### src/verilog/ctm_pkg.sv
// Package for the CAN transceiver mode and wake control block.
// Assumes a single 25 MHz system clock; all times are converted to cycle counts here.
package ctm_pkg;

    // Clock period of the system time base.
    localparam int unsigned CLK_PERIOD_NS = 40;

    // Durations in nanoseconds and derived cycle counts.
    // Least times round up; the longest wake phase rounds down.
    localparam int unsigned ENABLE_DELAY_NS = 20000;
    localparam int unsigned ENABLE_DELAY_CYC = (ENABLE_DELAY_NS + CLK_PERIOD_NS - 1) / CLK_PERIOD_NS;
    localparam int unsigned WAKE_MIN_NS = 500;
    localparam int unsigned WAKE_MIN_CYC = (WAKE_MIN_NS + CLK_PERIOD_NS - 1) / CLK_PERIOD_NS;
    localparam int unsigned WAKE_MAX_NS = 1800000;
    localparam int unsigned WAKE_MAX_CYC = WAKE_MAX_NS / CLK_PERIOD_NS;
    localparam int unsigned TX_DOM_LIMIT_NS = 2700000;
    localparam int unsigned TX_DOM_LIMIT_CYC = (TX_DOM_LIMIT_NS + CLK_PERIOD_NS - 1) / CLK_PERIOD_NS;
    localparam int unsigned BUS_DOM_LIMIT_NS = 2700000;
    localparam int unsigned BUS_DOM_LIMIT_CYC =
        (BUS_DOM_LIMIT_NS + CLK_PERIOD_NS - 1) / CLK_PERIOD_NS;

    // Width of every duration counter; all limits must stay below 2**17.
    localparam int unsigned CNT_W = 17;

    // Transceiver mode field codes.
    localparam logic [1:0] CAN_OFF = 2'h0;
    localparam logic [1:0] CAN_WAKE = 2'h1;
    localparam logic [1:0] CAN_RXONLY = 2'h2;
    localparam logic [1:0] CAN_NORMAL = 2'h3;
    localparam logic [1:0] CAN_MODE_RST = CAN_OFF;

    // System modes of the surrounding chip, one-hot.
    typedef enum logic [4:0] {
        SYS_NORMAL = 5'h01,
        SYS_STOP = 5'h02,
        SYS_SLEEP = 5'h04,
        SYS_RESTART = 5'h08,
        SYS_FAILSAFE = 5'h10
    } ctm_sys_e;
    localparam ctm_sys_e SYS_MODE_RST = SYS_NORMAL;

    // Wake pattern detector states, one-hot.
    typedef enum logic [3:0] {
        WK_IDLE = 4'h1,
        WK_DOM1 = 4'h2,
        WK_REC = 4'h4,
        WK_DOM2 = 4'h8
    } ctm_wk_e;

    // Host command strobes, each write field valid for one cycle.
    typedef struct packed {
        logic sys_wr;
        ctm_sys_e sys_mode;
        logic can_wr;
        logic [1:0] can_mode;
        logic wd_cfg_wr;
        logic wd_on_wake;
        logic wd_en;
        logic clr_flags;
    } ctm_cmd_s;

    // Status seen by the host.
    typedef struct packed {
        logic [1:0] can_mode;
        ctm_sys_e sys_mode;
        logic bus_wake_flag;
        logic wake_status;
        logic bus_fault_flag;
        logic supply_low_flag;
        logic tx_timeout;
        logic wd_en;
        logic tx_ready;
    } ctm_stat_s;

endpackage : ctm_pkg

### src/verilog/ctm_can_mode_wake.sv
// CAN transceiver mode control, wake pattern detection and bus supervision.
// Assumes all inputs are synchronous to clk_sys_i and bus_dom_i is the receiver's
// digital view of the bus (high = dominant).
module ctm_can_mode_wake #(
    parameter int unsigned P_WAKE_MAX_CYC = ctm_pkg::WAKE_MAX_CYC,
    parameter int unsigned P_TX_DOM_LIMIT_CYC = ctm_pkg::TX_DOM_LIMIT_CYC,
    parameter int unsigned P_BUS_DOM_LIMIT_CYC = ctm_pkg::BUS_DOM_LIMIT_CYC
) (
    input wire logic clk_sys_i,
    input wire logic resetn_i,
    input wire ctm_pkg::ctm_cmd_s cmd_i,
    input wire logic tx_data_in_i,
    input wire logic bus_dom_i,
    input wire logic supply_ok_i,
    output logic bus_drive_o,
    output logic rx_data_out_o,
    output logic irq_n_o,
    output ctm_pkg::ctm_stat_s status_o
);

    // Duration limits at counter width.
    localparam logic [ctm_pkg::CNT_W-1:0] EN_CYC =
        ctm_pkg::CNT_W'(ctm_pkg::ENABLE_DELAY_CYC);
    localparam logic [ctm_pkg::CNT_W-1:0] WMIN_CYC =
        ctm_pkg::CNT_W'(ctm_pkg::WAKE_MIN_CYC);
    localparam logic [ctm_pkg::CNT_W-1:0] WMAX_CYC = ctm_pkg::CNT_W'(P_WAKE_MAX_CYC);
    localparam logic [ctm_pkg::CNT_W-1:0] TXTO_CYC =
        ctm_pkg::CNT_W'(P_TX_DOM_LIMIT_CYC);
    localparam logic [ctm_pkg::CNT_W-1:0] BUSTO_CYC =
        ctm_pkg::CNT_W'(P_BUS_DOM_LIMIT_CYC);
    localparam logic [ctm_pkg::CNT_W-1:0] CNT_ONE = 17'h00001;
    localparam logic [ctm_pkg::CNT_W-1:0] CNT_ZERO = 17'h00000;

    logic [1:0] can_r, can_nxt;
    ctm_pkg::ctm_sys_e sys_r, sys_nxt;
    ctm_pkg::ctm_wk_e wk_r, wk_nxt;
    logic armed_r, armed_nxt;
    logic wflag_r, wflag_nxt;
    logic wstat_r, wstat_nxt;
    logic irq_r, irq_nxt;
    logic fault_r, fault_nxt;
    logic uv_r, uv_nxt;
    logic wd_en_r, wd_en_nxt;
    logic wd_on_r, wd_on_nxt;
    logic [ctm_pkg::CNT_W-1:0] ph_r, ph_nxt;
    logic [ctm_pkg::CNT_W-1:0] en_r, en_nxt;
    logic [ctm_pkg::CNT_W-1:0] txc_r, txc_nxt;
    logic [ctm_pkg::CNT_W-1:0] busc_r, busc_nxt;
    logic blk_r, blk_nxt;
    logic to_r, to_nxt;
    logic drive_r, drive_nxt;
    logic rx_r, rx_nxt;
    logic en_done;
    logic rx_active;
    logic wake_hit;
    logic can_ok;

    assign en_done = (en_r >= EN_CYC);
    assign rx_active = (can_r == ctm_pkg::CAN_NORMAL) || (can_r == ctm_pkg::CAN_RXONLY);

    // Mode, wake and flag control. Flag sets are applied after the clears so a
    // hardware event in the same cycle as a host clear is never lost.
    always_comb begin
        can_nxt = can_r;
        sys_nxt = sys_r;
        armed_nxt = armed_r;
        wflag_nxt = wflag_r;
        wstat_nxt = wstat_r;
        irq_nxt = irq_r;
        fault_nxt = fault_r;
        uv_nxt = uv_r;
        wd_en_nxt = wd_en_r;
        wd_on_nxt = wd_on_r;
        wk_nxt = wk_r;
        ph_nxt = ph_r;
        wake_hit = 1'b0;
        can_ok = 1'b0;

        // Host clears; clearing the wake flag makes the transceiver wake capable again.
        if (cmd_i.clr_flags) begin
            wstat_nxt = 1'b0;
            irq_nxt = 1'b0;
            fault_nxt = 1'b0;
            uv_nxt = 1'b0;
            wflag_nxt = 1'b0;
            armed_nxt = 1'b1;
        end
        if (cmd_i.wd_cfg_wr) begin
            wd_on_nxt = cmd_i.wd_on_wake;
            wd_en_nxt = cmd_i.wd_en;
        end

        // System mode commands; undefined codes are ignored.
        if (cmd_i.sys_wr) begin
            case (cmd_i.sys_mode)
                ctm_pkg::SYS_NORMAL, ctm_pkg::SYS_SLEEP, ctm_pkg::SYS_RESTART: begin
                    sys_nxt = cmd_i.sys_mode;
                end
                ctm_pkg::SYS_STOP: begin
                    sys_nxt = ctm_pkg::SYS_STOP;
                    armed_nxt = 1'b1;
                    wflag_nxt = 1'b0;
                end
                ctm_pkg::SYS_FAILSAFE: begin
                    sys_nxt = ctm_pkg::SYS_FAILSAFE;
                    can_nxt = ctm_pkg::CAN_WAKE;
                    armed_nxt = 1'b1;
                    wflag_nxt = 1'b0;
                end
                default: begin
                    sys_nxt = sys_r;
                end
            endcase
        end

        // Transceiver mode commands; all but off are gated by the current system mode.
        if (cmd_i.can_wr) begin
            case (cmd_i.can_mode)
                ctm_pkg::CAN_OFF: can_ok = 1'b1;
                ctm_pkg::CAN_NORMAL: can_ok = (sys_r == ctm_pkg::SYS_NORMAL);
                ctm_pkg::CAN_RXONLY: begin
                    can_ok = (sys_r == ctm_pkg::SYS_NORMAL) || (sys_r == ctm_pkg::SYS_STOP);
                end
                ctm_pkg::CAN_WAKE: can_ok = (sys_r != ctm_pkg::SYS_FAILSAFE);
                default: can_ok = 1'b0;
            endcase
            if (can_ok) begin
                can_nxt = cmd_i.can_mode;
                if (cmd_i.can_mode != ctm_pkg::CAN_WAKE) begin
                    wflag_nxt = 1'b0;
                end else if (can_r != ctm_pkg::CAN_WAKE) begin
                    armed_nxt = 1'b1;
                    wflag_nxt = 1'b0;
                end
            end
        end

        // Wake pattern detector: each phase counted in ph_r, saturating at the maximum
        // so that an over-long phase can never qualify when it ends.
        if ((can_r != ctm_pkg::CAN_WAKE) || !armed_r) begin
            wk_nxt = ctm_pkg::WK_IDLE;
            ph_nxt = CNT_ZERO;
        end else begin
            case (wk_r)
                ctm_pkg::WK_IDLE: begin
                    if (bus_dom_i) begin
                        wk_nxt = ctm_pkg::WK_DOM1;
                        ph_nxt = CNT_ONE;
                    end
                end
                ctm_pkg::WK_DOM1: begin
                    if (bus_dom_i) begin
                        ph_nxt = (ph_r >= WMAX_CYC) ? ph_r : ph_r + CNT_ONE;
                    end else if ((ph_r > WMIN_CYC) && (ph_r < WMAX_CYC)) begin
                        wk_nxt = ctm_pkg::WK_REC;
                        ph_nxt = CNT_ONE;
                    end else begin
                        wk_nxt = ctm_pkg::WK_IDLE;
                    end
                end
                ctm_pkg::WK_REC: begin
                    if (!bus_dom_i) begin
                        ph_nxt = (ph_r >= WMAX_CYC) ? ph_r : ph_r + CNT_ONE;
                    end else if ((ph_r > WMIN_CYC) && (ph_r < WMAX_CYC)) begin
                        wk_nxt = ctm_pkg::WK_DOM2;
                        ph_nxt = CNT_ONE;
                    end else begin
                        wk_nxt = ctm_pkg::WK_DOM1; // A bad gap restarts the pattern here.
                        ph_nxt = CNT_ONE;
                    end
                end
                ctm_pkg::WK_DOM2: begin
                    if (bus_dom_i) begin
                        ph_nxt = (ph_r >= WMAX_CYC) ? ph_r : ph_r + CNT_ONE;
                    end else begin
                        wake_hit = (ph_r > WMIN_CYC) && (ph_r < WMAX_CYC);
                        wk_nxt = ctm_pkg::WK_IDLE;
                    end
                end
                default: begin
                    wk_nxt = ctm_pkg::WK_IDLE;
                    ph_nxt = CNT_ZERO;
                end
            endcase
        end

        // Wake event actions depend on the system mode at detection.
        if (wake_hit) begin
            wflag_nxt = 1'b1;
            armed_nxt = 1'b0;
            wstat_nxt = 1'b1;
            case (sys_r)
                ctm_pkg::SYS_NORMAL: irq_nxt = 1'b1;
                ctm_pkg::SYS_STOP: begin
                    irq_nxt = 1'b1;
                    if (wd_on_r && !wd_en_r) begin
                        wd_en_nxt = 1'b1;
                    end
                end
                ctm_pkg::SYS_SLEEP, ctm_pkg::SYS_FAILSAFE: begin
                    sys_nxt = ctm_pkg::SYS_RESTART;
                end
                default: sys_nxt = sys_r; // Restart stays in restart.
            endcase
        end

        // Supervision flags; the condition re-sets the flag while it persists.
        if (to_nxt) begin
            fault_nxt = 1'b1;
        end
        if (rx_active && bus_dom_i && (busc_r >= BUSTO_CYC)) begin
            fault_nxt = 1'b1;
        end
        if (rx_active && !supply_ok_i) begin
            uv_nxt = 1'b1;
        end
    end

    // Transmit path: enable delay, early-low blocking, stuck-dominant time-out and
    // bus clamp timer. The time-out counters saturate one step past their limits; the enable counter stops at its limit.
    always_comb begin
        en_nxt = en_r;
        blk_nxt = blk_r;
        txc_nxt = txc_r;
        to_nxt = to_r;
        busc_nxt = busc_r;
        drive_nxt = 1'b0;
        rx_nxt = 1'b1;

        if (can_r != ctm_pkg::CAN_NORMAL) begin
            en_nxt = CNT_ZERO;
            blk_nxt = 1'b0;
        end else begin
            if (!en_done) begin
                en_nxt = en_r + CNT_ONE;
            end
            // Any high sample ends the block, so a low that was returned high in time
            // lets the first fresh dominant bit after the delay through.
            if (tx_data_in_i) begin
                blk_nxt = 1'b0;
            end else if (!en_done) begin
                blk_nxt = 1'b1;
            end
        end

        if ((can_r == ctm_pkg::CAN_NORMAL) && !tx_data_in_i) begin
            txc_nxt = (txc_r > TXTO_CYC) ? txc_r : txc_r + CNT_ONE;
            to_nxt = to_r || (txc_r >= TXTO_CYC);
        end else begin
            txc_nxt = CNT_ZERO;
            to_nxt = 1'b0;
        end

        if (rx_active && bus_dom_i) begin
            busc_nxt = (busc_r > BUSTO_CYC) ? busc_r : busc_r + CNT_ONE;
        end else begin
            busc_nxt = CNT_ZERO;
        end

        // Driver enable; off, wake and receive-only never drive the bus.
        drive_nxt = (can_r == ctm_pkg::CAN_NORMAL) && en_done && !blk_nxt && !to_nxt
            && supply_ok_i && !tx_data_in_i;

        // Receive output per mode.
        case (can_r)
            ctm_pkg::CAN_NORMAL, ctm_pkg::CAN_RXONLY: rx_nxt = !bus_dom_i;
            ctm_pkg::CAN_WAKE: rx_nxt = !wflag_r;
            default: rx_nxt = 1'b1;
        endcase
    end

    // State registers; the mode bits are touched only by commands and wake events.
    always_ff @(posedge clk_sys_i) begin
        if (!resetn_i) begin
            can_r <= ctm_pkg::CAN_MODE_RST;
            sys_r <= ctm_pkg::SYS_MODE_RST;
            wk_r <= ctm_pkg::WK_IDLE;
            armed_r <= 1'b1;
            wflag_r <= 1'b0;
            wstat_r <= 1'b0;
            irq_r <= 1'b0;
            fault_r <= 1'b0;
            uv_r <= 1'b0;
            wd_en_r <= 1'b0;
            wd_on_r <= 1'b0;
            ph_r <= 17'h00000;
            en_r <= 17'h00000;
            txc_r <= 17'h00000;
            busc_r <= 17'h00000;
            blk_r <= 1'b0;
            to_r <= 1'b0;
            drive_r <= 1'b0;
            rx_r <= 1'b1;
        end else begin
            can_r <= can_nxt;
            sys_r <= sys_nxt;
            wk_r <= wk_nxt;
            armed_r <= armed_nxt;
            wflag_r <= wflag_nxt;
            wstat_r <= wstat_nxt;
            irq_r <= irq_nxt;
            fault_r <= fault_nxt;
            uv_r <= uv_nxt;
            wd_en_r <= wd_en_nxt;
            wd_on_r <= wd_on_nxt;
            ph_r <= ph_nxt;
            en_r <= en_nxt;
            txc_r <= txc_nxt;
            busc_r <= busc_nxt;
            blk_r <= blk_nxt;
            to_r <= to_nxt;
            drive_r <= drive_nxt;
            rx_r <= rx_nxt;
        end
    end

    // Outputs come straight from flip-flops, except tx_ready, which is decoded from en_r, and irq_n_o, which inverts irq_r.
    assign bus_drive_o = drive_r;
    assign rx_data_out_o = rx_r;
    assign irq_n_o = !irq_r;
    assign status_o.can_mode = can_r;
    assign status_o.sys_mode = sys_r;
    assign status_o.bus_wake_flag = wflag_r;
    assign status_o.wake_status = wstat_r;
    assign status_o.bus_fault_flag = fault_r;
    assign status_o.supply_low_flag = uv_r;
    assign status_o.tx_timeout = to_r;
    assign status_o.wd_en = wd_en_r;
    assign status_o.tx_ready = en_done;

endmodule // ctm_can_mode_wake

### config.mk
export PLATFORM = sky130hd
export DESIGN_NAME = ctm_can_mode_wake
export DESIGN_NICKNAME = d
export VERILOG_FILES = /design/src/verilog/ctm_pkg.sv /design/src/verilog/ctm_can_mode_wake.sv
export SDC_FILE = /design/constraint.sdc
export NUM_CORES = 1
export LEC_CHECK = 0
export BUFFER_PORTS_ARGS = -buffer_cell sky130_fd_sc_hd__buf_2
export CAP_MARGIN = 20
export CORE_UTILIZATION = 50
export CTS_CLUSTER_SIZE = 28
export DETAILED_ROUTE_END_ITERATION = 7
export GPL_ROUTABILITY_DRIVEN = 0
export PLACE_DENSITY = 0.7
export SYNTH_ARGS = -nofsm -noshare
export SYNTH_HDL_FRONTEND = slang
export SYNTH_SLANG_ARGS = --single-unit
### constraint.sdc
create_clock -name clk_sys_i -period 2.25 [get_ports clk_sys_i]
set_input_delay 0.225 -clock clk_sys_i [delete_from_list [all_inputs] [get_ports clk_sys_i]]
set_output_delay 0.225 -clock clk_sys_i [all_outputs]
set_load 0.02 [all_outputs]
==> impl_results.md <==
* Run status: finished clean
* P_int at 2130 uW
* Crit. End Element: flop
* Flop2flop setup slack at 170 ps
* Overall Global Routing Usage at 0.195
* Ant diodes at 0
* Flop and latch count out of synthesis at 91
* HP Class: input pin to flop
* Worst-path maximum fanout at 6
* Crit path capture: sys_r[1]
* Fin nets at 629
* Total CTS buffers at 9
* Max Clk Rate at 0.480 GHz
* Die height at 99.2 um
* Initial antenna violation count at 0
* Crit path launch: ph_r[13]
* Initial Util at 0.514
* CP startpoint kind: flop
* PortBufs at 34
* Die W at 99.2 um
* NetSw at 768 uW
* Post-synth EDFFs at 0
* Wirelength per Cell at 12.9 um
* Reg2reg start: ph_r[13]
* Final non-filler cell total at 718
* Cell row count at 35
* Synth area leader: dfxtp_1
* WL final at 9.28 mm
* Switching Share at 0.265
* Total power divided by cell area at 553 nW/um2
* Core footprint at 9200 um2
* R2r endpoint: sys_r[1]
* Tightest Pin Transition at 576 ps
* Mapped Nets at 599
* CTS Hold Bufs at 0
* DRC at 0
* Detailed Place HPWL at 6.68 mm
* Leak pwr at 0.00194 uW
* Clock share of power at 0.384
* Die Area at 9840 um2
* Final setup vio count at 0
* Combinational share of power at 0.052
* Fin. max-slew vios at 0
* Total gr overflow at 0
* FILL cells at 839
* Synthesized instance count at 572
* Share of post-route cells with drive strength above 1 at 0.142
* Asr flop ratio synth at 0
* Max-Cap Viols at 0
* Crit path kind: flop to flop
* Netlist cell types at 68
* Routed via count at 3956
* FF-to-FF path depth at 6
* Root Buffer Master: clkbuf_8
* Vias/cell at 5.51
* Iter 0 DRT Violations at 170
* Clock transition at the registers of the reported paths at 110 ps
* Pin count of the biggest net entering global routing at 22
* RSZ-0062 raised after global routing: false
* Worst Skew at 17.1 ps
* Worst path required time at 2570 ps
* TritonRoute pass-1 iters at 4
* Area contributors post-synth: dfxtp_1, xnor2_1, nor2_1
* Mapped Avg Cell Area at 8.26 um2
* Synth Cell Area at 4730 um2
* Post-DRT Antenna Nets at 0
* Worst Path Arrival at 2400 ps
* Clk sinks at 91
* I/O pin total at 35
* Synthesis Warnings at 0
* CTS tree: built
* Yosys top cell area share at 0.385
* # H-tree levels at 3
* Main synth FF type: dfxtp_1
* P&R area growth vs syn at 10.6%
* Number of global-route vias before repair at 3518
* Sequential Power Share at 0.564
* Placed cell count at 701
* Final setup TNS at 0 ps
* Tmin final at 2080 ps
* Skew-Pair Late Insertion Delay at 380 ps
* First-pass GRT wire length at 15.8 mm
* Worst vdd ir at 0.000287 V
* Tcrit/Tclk final at 0.926
* Clock tree buffer depth at 2
* Sequential fraction of the synthesis area at 0.385
* Rel. slew slack at 0.615
* Final Hold Fails at 0
-- synth_stat cells, types with 8 or more instances --
| cell type | number |
|---|---|
| o21ai_0 | 17 |
| nand2_1 | 40 |
| and2_1 | 10 |
| a31oi_1 | 10 |
| ha_1 | 9 |
| nor4_1 | 8 |
| nor3_1 | 34 |
| xnor2_1 | 37 |
| and3_1 | 13 |
| dfxtp_1 | 91 |
| inv_1 | 21 |
| nor2_1 | 76 |
| a21oi_1 | 24 |
| nand4_1 | 17 |
| clkbuf_1 | 19 |
| nand3_1 | 19 |
| xor2_1 | 10 |
-- what timing repair did --
action	4_1_cts	5_1_grt
resized for setup	0	4
setup buffers	0	1
endpoints found under the setup margin	0	13
-- stage by stage --
step	util	hold WS, ps	total power, uW	cell area [um2]	worst slack (ps)
detailed placement	0.544	444	1820	5000	65.6
global route	0.568	116	3010	5230	4.67
finish	0.568	114	2890	5230	167
floorplan	-	370	1770	4730	237
CTS	0.565	107	2930	5200	55.1
global placement	0.544	435	1820	5000	165
-- cell families (layout without fill, tap and decap cells) --
| logic type | Yosys count | in the layout | share of synthesized area |
|---|---|---|---|
| xor gates and xnor gates | 47 | 47 | 0.0871 |
| DFF | 91 | 91 | 0.385 |
| buffers and inverters | 53 | 88 | 0.0508 |
| and+or+nand+nor | 274 | 274 | 0.310 |
| adders and majority gates | 9 | 9 | 0.0238 |
| muxes | 6 | 6 | 0.0127 |
| AOI/OAI and AO/OA | 92 | 92 | 0.131 |
-- worst min-delay path by stage --
stage / start / end / slack (ps) / cells past startpoint
floorplan: cmd_i[5] / can_r[1] / 370 / 2
global placement: ph_r[16] / ph_r[16] / 440 / 2
detailed placement: blk_r / blk_r / 440 / 2
CTS: cmd_i[2] / wd_on_r / 110 / 3
global route: cmd_i[2] / wd_on_r / 120 / 3
finish: cmd_i[2] / wd_on_r / 110 / 3
-- power by group through the flow --
stage	Clock [uW]	Sequential (uW)	Combinational, uW
final	1110	1630	150
after global routing	1210	1630	166
after CTS	1150	1630	150
after detailed placement	0	1670	149
after global placement	0	1670	147
after floorplan	0	1670	100
-- flip-flops by register name (all words and copies together), names as in the netlist --
signal         flops
wstat_r            1
wd_on_r            1
en_r              17
wflag_r            1
rx_data_out_o      1
blk_r              1
wd_en_r            1
can_r              2
sys_r              5
txc_r             17
to_r               1
wk_r               4
fault_r            1
uv_r               1
busc_r            17
armed_r            1
irq_r              1
bus_drive_o        1
ph_r              17
-- layer usage --
layer | part of all wire | vias up | GRT usage
li1 | - | 2077 | -
met1 | 0.49 | 1810 | 0.262
met2 | 0.47 | 58 | 0.316
met3 | 0.030 | 11 | 0.0379
met4 | 0.013 | 0 | 0.0611
met5 | 0 | - | 0
-- final cells by class --
class	count	area, um2	area share
clock inverter	7	73.8	0.0141
multi-input combinational	428	2690	0.515
clock buffer	9	124	0.0237
inverter	21	78.8	0.0151
tap	111	139	0.0266
sequential	91	1820	0.348
timing repair buffer	51	298	0.0570
-- placed cells by master, fill, tap and decap left out, types with 13 or more instances in the layout --
| cell type | instances |
|---|---|
| dfxtp_1 | 91 |
| nand4_1 | 17 |
| buf_2 | 34 |
| buf_4 | 17 |
| and3_1 | 13 |
| a21oi_1 | 24 |
| nand2_1 | 40 |
| nor2_1 | 76 |
| inv_1 | 21 |
| xnor2_1 | 37 |
| nor3_1 | 34 |
| o21ai_0 | 16 |
| nand3_1 | 19 |
-- critical path, cell delays in order (launching register included) --
cell and delay, ps:
dfxtp_1 420, nand4_1 120, or4b_4 580, nand4_4 160, o31ai_4 100, or4b_1 490
a21oi_1 170
Note: power is estimated with default switching activity, not from simulation.
